===== config.mk =====
export PLATFORM = sky130hd
export DESIGN_NAME = uart_status_top
export DESIGN_NICKNAME = d
export VERILOG_FILES = /design/src/rtl/uart_status_pkg.sv /design/src/rtl/stream_if.sv /design/src/rtl/two_entry_buffer.sv /design/src/rtl/sticky_flags.sv /design/src/rtl/uart_status_top.sv
export VERILOG_INCLUDE_DIRS = /design/src /design/src/rtl
export SDC_FILE = /design/constraint.sdc
export NUM_CORES = 1
export LEC_CHECK = 0
export ABC_AREA = 1
export ABC_CLOCK_PERIOD_IN_PS = 4500
export BUFFER_PORTS_ARGS = -buffer_cell sky130_fd_sc_hd__buf_2
export CORE_MARGIN = 10
export CORE_UTILIZATION = 45
export CTS_CLUSTER_SIZE = 40
export DETAILED_ROUTE_END_ITERATION = 7
export MAX_ROUTING_LAYER = met4
export PLACE_DENSITY_LB_ADDON = 0.1
export SKIP_CTS_REPAIR_TIMING = 1
export SYNTH_ARGS = -nofsm -noshare
export SYNTH_HDL_FRONTEND = slang
export SYNTH_SLANG_ARGS = --single-unit

===== constraint.sdc =====
create_clock -name clock_i -period 4.5 [get_ports clock_i]
set_input_delay 0.9 -clock clock_i [delete_from_list [all_inputs] [get_ports clock_i]]
set_output_delay 0.9 -clock clock_i [all_outputs]
set_load 0.005 [all_outputs]

===== src/rtl/uart_status_map.svh =====
`ifndef UART_STATUS_MAP_SVH
`define UART_STATUS_MAP_SVH

// Character width served by the transmit buffer and receive data register
`define DATA_W_DEFAULT  10
// Idle count field width and the idle character counter behind it
`define IDLE_CFG_W      3
`define IDLE_CNT_W      8
// Transmit buffer depth
`define TX_BUF_DEPTH    2

// Levels and reset values
`define LINE_MARK       1'b1
`define FLAG_RESET      1'b0
`define STAT_RESET      8'h00

// Sticky status flag positions, also the write-one-to-clear mask layout
`define STAT_N          8
`define STAT_OVERRUN    0
`define STAT_IDLE       1
`define STAT_EDGE       2
`define STAT_NOISE      3
`define STAT_FRAMING    4
`define STAT_PARITY     5
`define STAT_MATCH_ONE  6
`define STAT_MATCH_TWO  7

`endif


===== src/rtl/uart_status_pkg.sv =====
`include "uart_status_map.svh"

package uart_status_pkg;

    typedef enum logic [1:0]
    {
        SRC_PIN      = 2'b00,
        SRC_LOOP     = 2'b01,
        SRC_ONE_WIRE = 2'b10
    } rx_source_t;

    typedef logic [`STAT_N-1:0] status_vec_t;

endpackage : uart_status_pkg


===== src/rtl/stream_if.sv =====
interface stream_if #(
    parameter int W = 10
);
    logic         valid;
    logic         ready;
    logic [W-1:0] data;

    modport source (output valid, output data, input ready);
    modport sink   (input valid, input data, output ready);
endinterface : stream_if


===== src/rtl/two_entry_buffer.sv =====
module two_entry_buffer
    import uart_status_pkg::*;
#(
    parameter int WIDTH = `DATA_W_DEFAULT,
    parameter int DEPTH = `TX_BUF_DEPTH
)(
    input  wire logic clock_i,    // Module clock
    input  wire logic reset_n_i,  // Synchronous reset, active low
    stream_if.sink    in_s,       // Filling side
    stream_if.source  out_s       // Draining side
);

    localparam int PW = (DEPTH > 1) ? $clog2(DEPTH) : 1;
    localparam logic [PW:0] FULL_COUNT = (PW + 1)'(DEPTH);

    generate
        if (DEPTH < 2 || (DEPTH & (DEPTH - 1)) != 0 || WIDTH < 1)
        begin : g_bad_cfg
            $error("two_entry_buffer: DEPTH must be a power of two, at least 2");
        end
    endgenerate

    logic [WIDTH-1:0] mem_q [DEPTH];
    logic [PW-1:0]    wr_q;
    logic [PW-1:0]    rd_q;
    logic [PW:0]      count_q;
    logic             push;
    logic             pop;

    assign in_s.ready  = (count_q != FULL_COUNT);
    assign out_s.valid = (count_q != '0);
    assign out_s.data  = mem_q[rd_q];
    assign push        = in_s.valid && in_s.ready;
    assign pop         = out_s.valid && out_s.ready;

    always_ff @(posedge clock_i)
    begin
        if (push)
        begin
            mem_q[wr_q] <= in_s.data;
        end
    end

    always_ff @(posedge clock_i)
    begin
        if (!reset_n_i)
        begin
            wr_q    <= '0;
            rd_q    <= '0;
            count_q <= '0;
        end
        else
        begin
            if (push)
            begin
                wr_q <= wr_q + 1'b1;
            end
            if (pop)
            begin
                rd_q <= rd_q + 1'b1;
            end
            if (push && !pop)
            begin
                count_q <= count_q + 1'b1;
            end
            else if (pop && !push)
            begin
                count_q <= count_q - 1'b1;
            end
        end
    end

endmodule : two_entry_buffer


===== src/rtl/sticky_flags.sv =====
module sticky_flags
    import uart_status_pkg::*;
#(
    parameter int N = `STAT_N
)(
    input  wire logic         clock_i,    // Module clock
    input  wire logic         reset_n_i,  // Synchronous reset, active low
    input  wire logic [N-1:0] set_i,      // Hardware set, one per flag
    input  wire logic [N-1:0] clear_i,    // Software clear, one per flag
    output logic      [N-1:0] flag_o      // Flag state
);

    generate
        if (N < 1)
        begin : g_bad_cfg
            $error("sticky_flags: N must be at least 1");
        end
    endgenerate

    // Set beats clear so an event in the clearing cycle survives
    always_ff @(posedge clock_i)
    begin
        if (!reset_n_i)
        begin
            flag_o <= '0;
        end
        else
        begin
            flag_o <= set_i | (flag_o & ~clear_i);
        end
    end

endmodule : sticky_flags


===== src/rtl/uart_status_top.sv =====
// How it works
// - Loop mode feeds transmitter output to receiver, receive pin ignored.
// - With wrap enabled, source select 0 means loop, 1 means single-wire.
// - Single-wire is half-duplex: receiver sees the transmit pin, never the transmitter directly.
// - Single-wire, direction clear: transmit pin released, external party drives receiver.
// - Single-wire, direction set: pin driven, own characters not received.
// - Buffer-empty flag shows room; interrupt while flag and enable set.
// - Done flag when all sent and line idle; interrupt when enabled.
// - Transmit flags update regardless of interrupt enables, allowing polling.
// - Reading the data register clears the receive-full flag.
// - Idle flag clears only by writing one to its bit.
// - After setting, idle waits for a new received character before setting again.
// - Noise, framing, parity flags set together with receive-full.
// - No error flags for a character lost to overrun.
// - Receive-full still set on new character: overrun, character dropped.
// - Match hits set together with receive-full on equal character.
// - Active edge on the receive input sets the edge flag while the receiver is enabled.
// - Edge flag clears only by writing one to it.
// - Edge detection only while the receiver is enabled.
// - Idle line declared after the programmed count of idle characters.
module uart_status_top
    import uart_status_pkg::*;
#(
    parameter int DATA_W = `DATA_W_DEFAULT
)(
    input  wire logic                   clock_i,                     // 250 MHz clock
    input  wire logic                   reset_n_i,                   // Sync reset, low
    input  wire logic                   internal_wrap_enable_i,      // Loop or one-wire
    input  wire logic                   rx_source_select_i,          // 0 loop, 1 one-wire
    input  wire logic                   one_wire_drive_direction_i,  // 1 drive pin
    input  wire logic                   rx_enable_i,                 // Receiver enable
    input  wire logic                   tx_empty_irq_enable_i,       // Empty irq enable
    input  wire logic                   tx_done_irq_enable_i,        // Done irq enable
    input  wire logic [`IDLE_CFG_W-1:0] idle_count_field_i,          // Idle chars, log2
    input  wire logic [DATA_W-1:0]      match_value_one_i,           // First match
    input  wire logic [DATA_W-1:0]      match_value_two_i,           // Second match
    input  wire logic                   serial_in_pin_i,             // Receive pin
    input  wire logic                   serial_out_pin_i,            // Transmit pin level
    output logic                        serial_out_pin_o,            // Transmit pin drive
    output logic                        serial_out_pin_oe_o,         // High while driving
    input  wire logic                   tx_serial_i,                 // Transmitter output
    input  wire logic                   tx_busy_i,                   // Shifter active
    input  wire logic                   tx_write_i,                  // Software write
    input  wire logic [DATA_W-1:0]      tx_write_data_i,             // Written character
    output logic                        tx_write_ready_o,            // Buffer has room
    output logic                        tx_load_valid_o,             // Character for shifter
    output logic      [DATA_W-1:0]      tx_load_data_o,              // Character data
    input  wire logic                   tx_load_ready_i,             // Shifter takes it
    output logic                        rx_serial_o,                 // Selected rx line
    input  wire logic                   rx_char_valid_i,             // Shifter has char
    input  wire logic [DATA_W-1:0]      rx_char_data_i,              // Received char
    input  wire logic                   rx_noise_i,                  // Char had noise
    input  wire logic                   rx_frame_err_i,              // Char framing error
    input  wire logic                   rx_parity_err_i,             // Char parity error
    input  wire logic                   rx_idle_char_i,              // Idle char seen
    input  wire logic                   data_read_i,                 // Data register read
    output logic      [DATA_W-1:0]      rx_data_o,                   // Data register
    input  wire logic                   status_write_i,              // Status write
    input  wire logic [`STAT_N-1:0]     status_clear_i,              // Ones clear flags
    output logic                        tx_buffer_empty_flag_o,      // Room in buffer
    output logic                        tx_done_flag_o,              // All sent, idle
    output logic                        tx_empty_irq_o,              // Empty request
    output logic                        tx_done_irq_o,               // Done request
    output logic                        rx_buffer_full_flag_o,       // Data waiting
    output logic                        overrun_flag_o,              // Char lost
    output logic                        idle_line_flag_o,            // Idle line
    output logic                        rx_edge_flag_o,              // Active edge
    output logic                        noise_flag_o,                // Noise
    output logic                        framing_error_flag_o,        // Framing error
    output logic                        parity_error_flag_o,         // Parity error
    output logic                        match_one_hit_flag_o,        // First match hit
    output logic                        match_two_hit_flag_o         // Second match hit
);

    generate
        if (DATA_W < 1 || DATA_W > 16)
        begin : g_bad_cfg
            $error("uart_status_top: DATA_W must lie in 1..16");
        end
    endgenerate

    ////////////////////////////////////////////////////////////////////////////////////////
    // Receive source and transmit pin

    rx_source_t source_mode;
    logic       rx_line_d;
    logic       rx_line_q;
    logic       rx_line_prev_q;

    always_comb
    begin
        if (!internal_wrap_enable_i)
        begin
            source_mode = SRC_PIN;
        end
        else if (rx_source_select_i)
        begin
            source_mode = SRC_ONE_WIRE;
        end
        else
        begin
            source_mode = SRC_LOOP;
        end
    end

    always_comb
    begin
        case (source_mode)
            SRC_LOOP:
            begin
                rx_line_d = tx_serial_i;
            end
            SRC_ONE_WIRE:
            begin
                rx_line_d = one_wire_drive_direction_i ? `LINE_MARK : serial_out_pin_i;
            end
            SRC_PIN:
            begin
                rx_line_d = serial_in_pin_i;
            end
            default:
            begin
                rx_line_d = `LINE_MARK;
            end
        endcase
    end

    always_ff @(posedge clock_i)
    begin
        if (!reset_n_i)
        begin
            rx_line_q      <= `LINE_MARK;
            rx_line_prev_q <= `LINE_MARK;
        end
        else
        begin
            rx_line_q      <= rx_line_d;
            rx_line_prev_q <= rx_line_q;
        end
    end

    assign rx_serial_o = rx_line_q;

    // pin released while listening on one wire
    always_ff @(posedge clock_i)
    begin
        if (!reset_n_i)
        begin
            serial_out_pin_o    <= `LINE_MARK;
            serial_out_pin_oe_o <= 1'b0;
        end
        else
        begin
            serial_out_pin_o    <= tx_serial_i;
            serial_out_pin_oe_o <= !(source_mode == SRC_ONE_WIRE) || one_wire_drive_direction_i;
        end
    end

    ////////////////////////////////////////////////////////////////////////////////////////
    // Transmit buffer and transmit flags

    stream_if #(.W(DATA_W)) tx_in_s ();
    stream_if #(.W(DATA_W)) tx_out_s ();

    assign tx_in_s.valid   = tx_write_i;
    assign tx_in_s.data    = tx_write_data_i;
    assign tx_out_s.ready  = tx_load_ready_i;
    assign tx_load_valid_o = tx_out_s.valid;
    assign tx_load_data_o  = tx_out_s.data;

    two_entry_buffer #(
        .WIDTH (DATA_W),
        .DEPTH (`TX_BUF_DEPTH)
    ) u_tx_buffer (
        .clock_i   (clock_i),
        .reset_n_i (reset_n_i),
        .in_s      (tx_in_s),
        .out_s     (tx_out_s)
    );

    // empty flag is buffer room, independent of enable
    assign tx_buffer_empty_flag_o = tx_in_s.ready;
    assign tx_write_ready_o       = tx_in_s.ready;

    // done once nothing queued, shifter idle, line at mark
    always_ff @(posedge clock_i)
    begin
        if (!reset_n_i)
        begin
            tx_done_flag_o <= `FLAG_RESET;
        end
        else
        begin
            tx_done_flag_o <= !tx_out_s.valid && !tx_busy_i && (tx_serial_i == `LINE_MARK);
        end
    end

    always_ff @(posedge clock_i)
    begin
        if (!reset_n_i)
        begin
            tx_empty_irq_o <= 1'b0;
            tx_done_irq_o  <= 1'b0;
        end
        else
        begin
            tx_empty_irq_o <= tx_in_s.ready && tx_empty_irq_enable_i;
            tx_done_irq_o  <= tx_done_flag_o && tx_done_irq_enable_i;
        end
    end

    ////////////////////////////////////////////////////////////////////////////////////////
    // Receive data register

    logic rx_accept;
    logic rx_overrun;

    // a read in the same cycle frees the register in time
    assign rx_accept  = rx_char_valid_i && (!rx_buffer_full_flag_o || data_read_i);
    assign rx_overrun = rx_char_valid_i && rx_buffer_full_flag_o && !data_read_i;

    // read clears full, new character wins
    always_ff @(posedge clock_i)
    begin
        if (!reset_n_i)
        begin
            rx_buffer_full_flag_o <= `FLAG_RESET;
            rx_data_o             <= '0;
        end
        else if (rx_accept)
        begin
            rx_buffer_full_flag_o <= 1'b1;
            rx_data_o             <= rx_char_data_i;
        end
        else if (data_read_i)
        begin
            rx_buffer_full_flag_o <= 1'b0;
        end
    end

    ////////////////////////////////////////////////////////////////////////////////////////
    // Idle line detection

    logic                   idle_armed_q;
    logic [`IDLE_CNT_W-1:0] idle_count_q;
    logic [`IDLE_CNT_W-1:0] idle_target;
    logic                   idle_set;

    // Count of 2**field idle characters; field 0 means a single one
    assign idle_target = `IDLE_CNT_W'(1) << idle_count_field_i;
    assign idle_set    = idle_armed_q && rx_idle_char_i && (idle_count_q + 1'b1 >= idle_target);

    // rearm only from a character that set receive-full
    always_ff @(posedge clock_i)
    begin
        if (!reset_n_i)
        begin
            idle_armed_q <= 1'b0;
            idle_count_q <= '0;
        end
        else if (rx_accept)
        begin
            idle_armed_q <= 1'b1;
            idle_count_q <= '0;
        end
        else if (idle_set)
        begin
            idle_armed_q <= 1'b0;
            idle_count_q <= '0;
        end
        else if (rx_idle_char_i && idle_armed_q)
        begin
            idle_count_q <= idle_count_q + 1'b1;
        end
    end

    ////////////////////////////////////////////////////////////////////////////////////////
    // Sticky status flags

    status_vec_t stat_set;
    status_vec_t stat_clear;
    status_vec_t stat_q;
    logic        edge_seen;

    // falling edge opens a start bit, only when enabled
    assign edge_seen = rx_enable_i && rx_line_prev_q && !rx_line_q;

    always_comb
    begin
        stat_set                  = '0;
        stat_set[`STAT_OVERRUN]   = rx_overrun;
        stat_set[`STAT_IDLE]      = idle_set;
        stat_set[`STAT_EDGE]      = edge_seen;
        // errors only with an accepted character
        stat_set[`STAT_NOISE]     = rx_accept && rx_noise_i;
        stat_set[`STAT_FRAMING]   = rx_accept && rx_frame_err_i;
        stat_set[`STAT_PARITY]    = rx_accept && rx_parity_err_i;
        stat_set[`STAT_MATCH_ONE] = rx_accept && (rx_char_data_i == match_value_one_i);
        stat_set[`STAT_MATCH_TWO] = rx_accept && (rx_char_data_i == match_value_two_i);
    end

    assign stat_clear = status_write_i ? status_clear_i : '0;

    sticky_flags #(
        .N (`STAT_N)
    ) u_flags (
        .clock_i   (clock_i),
        .reset_n_i (reset_n_i),
        .set_i     (stat_set),
        .clear_i   (stat_clear),
        .flag_o    (stat_q)
    );

    assign overrun_flag_o       = stat_q[`STAT_OVERRUN];
    assign idle_line_flag_o     = stat_q[`STAT_IDLE];
    assign rx_edge_flag_o       = stat_q[`STAT_EDGE];
    assign noise_flag_o         = stat_q[`STAT_NOISE];
    assign framing_error_flag_o = stat_q[`STAT_FRAMING];
    assign parity_error_flag_o  = stat_q[`STAT_PARITY];
    assign match_one_hit_flag_o = stat_q[`STAT_MATCH_ONE];
    assign match_two_hit_flag_o = stat_q[`STAT_MATCH_TWO];
endmodule : uart_status_top


==> results.tsv <==
stage	metric	value	unit
outcome	status	complete, no violations	
detailed_routing	viasPerCell	4.706	
synthesis	yosysWarnings	0	
global_routing	grt_max_degree	22	
global_routing	first_global_vias	2501	
place	dp_hpwl	5694	um
worst_setup_path	end_kind	output pin	
global_routing	antenna_found_initial	0	
global_routing	overflow	0	
clocking	cts_sinks	60	
clocking	h-tree-depth	3	
cells_and_area	areaGrowthSynthToFinish	29.05	%
sta	hold_violations	0	
synthesis	ys_seq_elements	60	
global_routing	grt_pass1_wl	11620	um
floorplan	io_pins	110	
floorplan	die_h	98.69	um
place	gp_routability_congestion	0.7682	
synthesis	synth-seq-area-share	0.5029	
sta	setup-violations-final	0	
synthesis	synth_fp_nets	407	
cells_and_area	final_util	0.6038	
place	placed_area	0.003390	sq mm
power_and_ir_drop	vdd_drop_max	0.2551	mV
sta	clock_skew	5.012	ps
synthesis	syn_area	0.002786	sq mm
floorplan	core-area	0.005956	sq mm
worst_setup_path	cp_max_fo	10	
hold_path	hp-class	reg -> reg	
clocking	cts_root_buf	clkbuf_8	
hold_path	whs_path_depth	2	
synthesis	synth_compound_area_frac	0.07229	
synthesis	synth_top_family_by_area	simple AND/OR/NAND/NOR gates	
worst_setup_path	rr_startpoint	idle_count_q[0]	
sta	slew_violations	0	
sta	layout_min_cycle_time	2346	ps
floorplan	start_util	0.4679	
cells_and_area	num_antenna_cells	0	
floorplan	die_area	0.009740	sq mm
detailed_routing	ant_nets	0	
synthesis	synthXorXnorAreaFrac	0.07229	
floorplan	row_count	28	
worst_setup_path	required	3600	ps
sta	tightestPinTransition	916.6	ps
synthesis	avgSynthCellArea	8.574	sq um
synthesis	synthCells	325	
sta	grt_setup_unrepaired	false	
detailed_routing	drc	0	
sta	fmax	426.3	MHz
detailed_routing	vias	2433	
worst_setup_path	path_class	reg -> out	
place	port_buffers	109	
worst_setup_path	cp.arrival	1450	ps
cells_and_area	drive_above_1_share	0.3145	
clocking	cts_buffers	9	
place	dp.cells	501	
hold_path	whs_endpoint	tx_done_irq_o	
synthesis	synth_cell_types	25	
worst_setup_path	r2r_end	idle_count_q[2]	
power_and_ir_drop	p_leak	0.001713	uW
cells_and_area	final_nets	519	
synthesis	synth-simple-area-share	0.2088	
global_routing	grt.total_usage	0.1491	
clocking	clock_latency	320	ps
cells_and_area	seqCellArea	0.001401	sq mm
worst_setup_path	rrSetupSlack	2250	ps
cells_and_area	multiInputGateArea	0.001232	sq mm
cells_and_area	fillers	565	
sta	finalSetupTns	0	ps
sta	slew_headroom	0.3867	
synthesis	synthAdderAreaFrac	0.04490	
sta	finalCritPeriodShare	0.5213	
detailed_routing	dr.pass1.iters	6	
detailed_routing	drt_iter0_drc	80	
worst_setup_path	reg2reg_depth	11	
cells_and_area	fin_area	0.003596	sq mm
clocking	clk_pin_slew_worst_paths	60	ps
detailed_routing	routedWlPerCell	13.76	um
power_and_ir_drop	powerDensity	403.9	mW/mm^2
cells_and_area	instances_no_fill	517	
clocking	cts_tree	done	
floorplan	die_w	98.69	um
run	cap_violations	0	
worst_setup_path	startpoint_type	flip-flop	
clocking	ctsLongestPathBuffers	2	
hold_path	hold_start	tx_done_flag_o	
detailed_routing	finalWirelength	7114	um
synthesis	synth.area.mux_share	0.04401	
-- per-layer routing --
layer | track usage | part of all wire | vias to the layer above
li1 | - | - | 1274
met1 | 0.1683 | 0.44 | 1072
met2 | 0.2375 | 0.47 | 81
met3 | 0.05936 | 0.074 | 6
met4 | 0.04631 | 0.010 | 0
met5 | - | 0 | -
-- logic make-up after synthesis --
| group | count (synthesis) |
|---|---|
| fa+ha+maj | 10 |
| flops | 60 |
| xor+xnor | 23 |
| mux | 11 |
| simple gates | 143 |
| compound gates | 39 |
| buf+inv | 39 |
-- area by class of cell --
cell class,instances,share of cell area
clock buffer,10,0.03549
clock inverter,6,0.02192
sequential,60,0.3897
timing repair buffer,109,0.1517
multi-input combinational,226,0.3427
tap,75,0.02610
inverter,31,0.03236
-- state kept, by name, indices dropped and copies added, names as in the netlist, named ones only --
signal / flops
rx_line_prev_q: 1
rx_serial_o: 1
serial_out_pin_o: 1
u_tx_buffer.rd_q: 1
rx_buffer_full_flag_o: 1
serial_out_pin_oe_o: 1
idle_count_q: 8
tx_done_irq_o: 1
u_tx_buffer.mem_q: 20
rx_data_o: 10
u_tx_buffer.wr_q: 1
idle_armed_q: 1
u_flags.flag_o: 8
tx_empty_irq_o: 1
u_tx_buffer.count_q: 2
tx_done_flag_o: 1
-- worst max path at each step --
stage	start	to	slack, ps	cells past startpoint
after global routing	idle_count_q[0]	idle_count_q[7]	2020	11
after floorplan	idle_count_field_i[2]	idle_count_q[5]	2480	12
final	flip-flop	tx_load_data_o[5]	2150	2
after global placement	data_read_i	idle_count_q[5]	2150	8
after detailed placement	data_read_i	idle_count_q[7]	2120	8
after CTS	flip-flop	tx_load_data_o[9]	2100	2
-- worst max-delay path, cell delays in order (launching register included) --
cell,delay [ps]
dfxtp_1,600
mux2_2,380
buf_2,130
-- power breakdown --
part	total, uW	internal [uW]	switching [uW]
registers	658	624	33.6
logic	290	140	150
clock network	505	307	198
-- metrics by stage --
step	total power (uW)	worst slack [ps]	hold slack (ps)
detailed placement	966.5	2117	421.1
global placement	957.9	2148	418.6
finish	1452	2154	430.3
global route	1535	2019	443.2
CTS	1471	2105	431.4
floorplan	835.9	2477	431.9
-- synth_stat cells --
cell      number  share of area
inv_1         31          0.042
xor2_1         7          0.022
nand4_1        1         0.0022
mux2i_1        1         0.0036
buf_2          2         0.0036
buf_4          1         0.0027
edfxtp_1      20           0.22
nor3_1         6          0.011
o21a_1         1         0.0027
nor2_2         2         0.0045
mux2_2        10          0.040
nand3_2        1         0.0036
nand2_1       68          0.092
nand2_2        1         0.0022
o21ai_0       20          0.036
nor2_1        48          0.065
or2_2          1         0.0022
dfxtp_1       40           0.29
a31o_2         1         0.0031
nand3_1       15          0.027
ha_1          10          0.045
o21ai_1        1         0.0018
xnor2_1       16          0.050
clkbuf_1       5         0.0067
a21oi_1       16          0.029
-- placed cells by master (no fill, tap or decap), types with 3 or more instances in the layout --
| cell type | instances |
|---|---|
| ha_1 | 10 |
| mux2_2 | 10 |
| nand2_1 | 68 |
| clkbuf_8 | 9 |
| inv_1 | 31 |
| buf_2 | 109 |
| nor3_1 | 6 |
| nor2_1 | 48 |
| nand3_1 | 15 |
| xor2_1 | 7 |
| a21oi_1 | 16 |
| edfxtp_1 | 20 |
| dfxtp_1 | 40 |
| xnor2_1 | 16 |
| clkinv_2 | 3 |
| o21ai_0 | 20 |
Note: power is estimated with default switching activity, not from simulation.
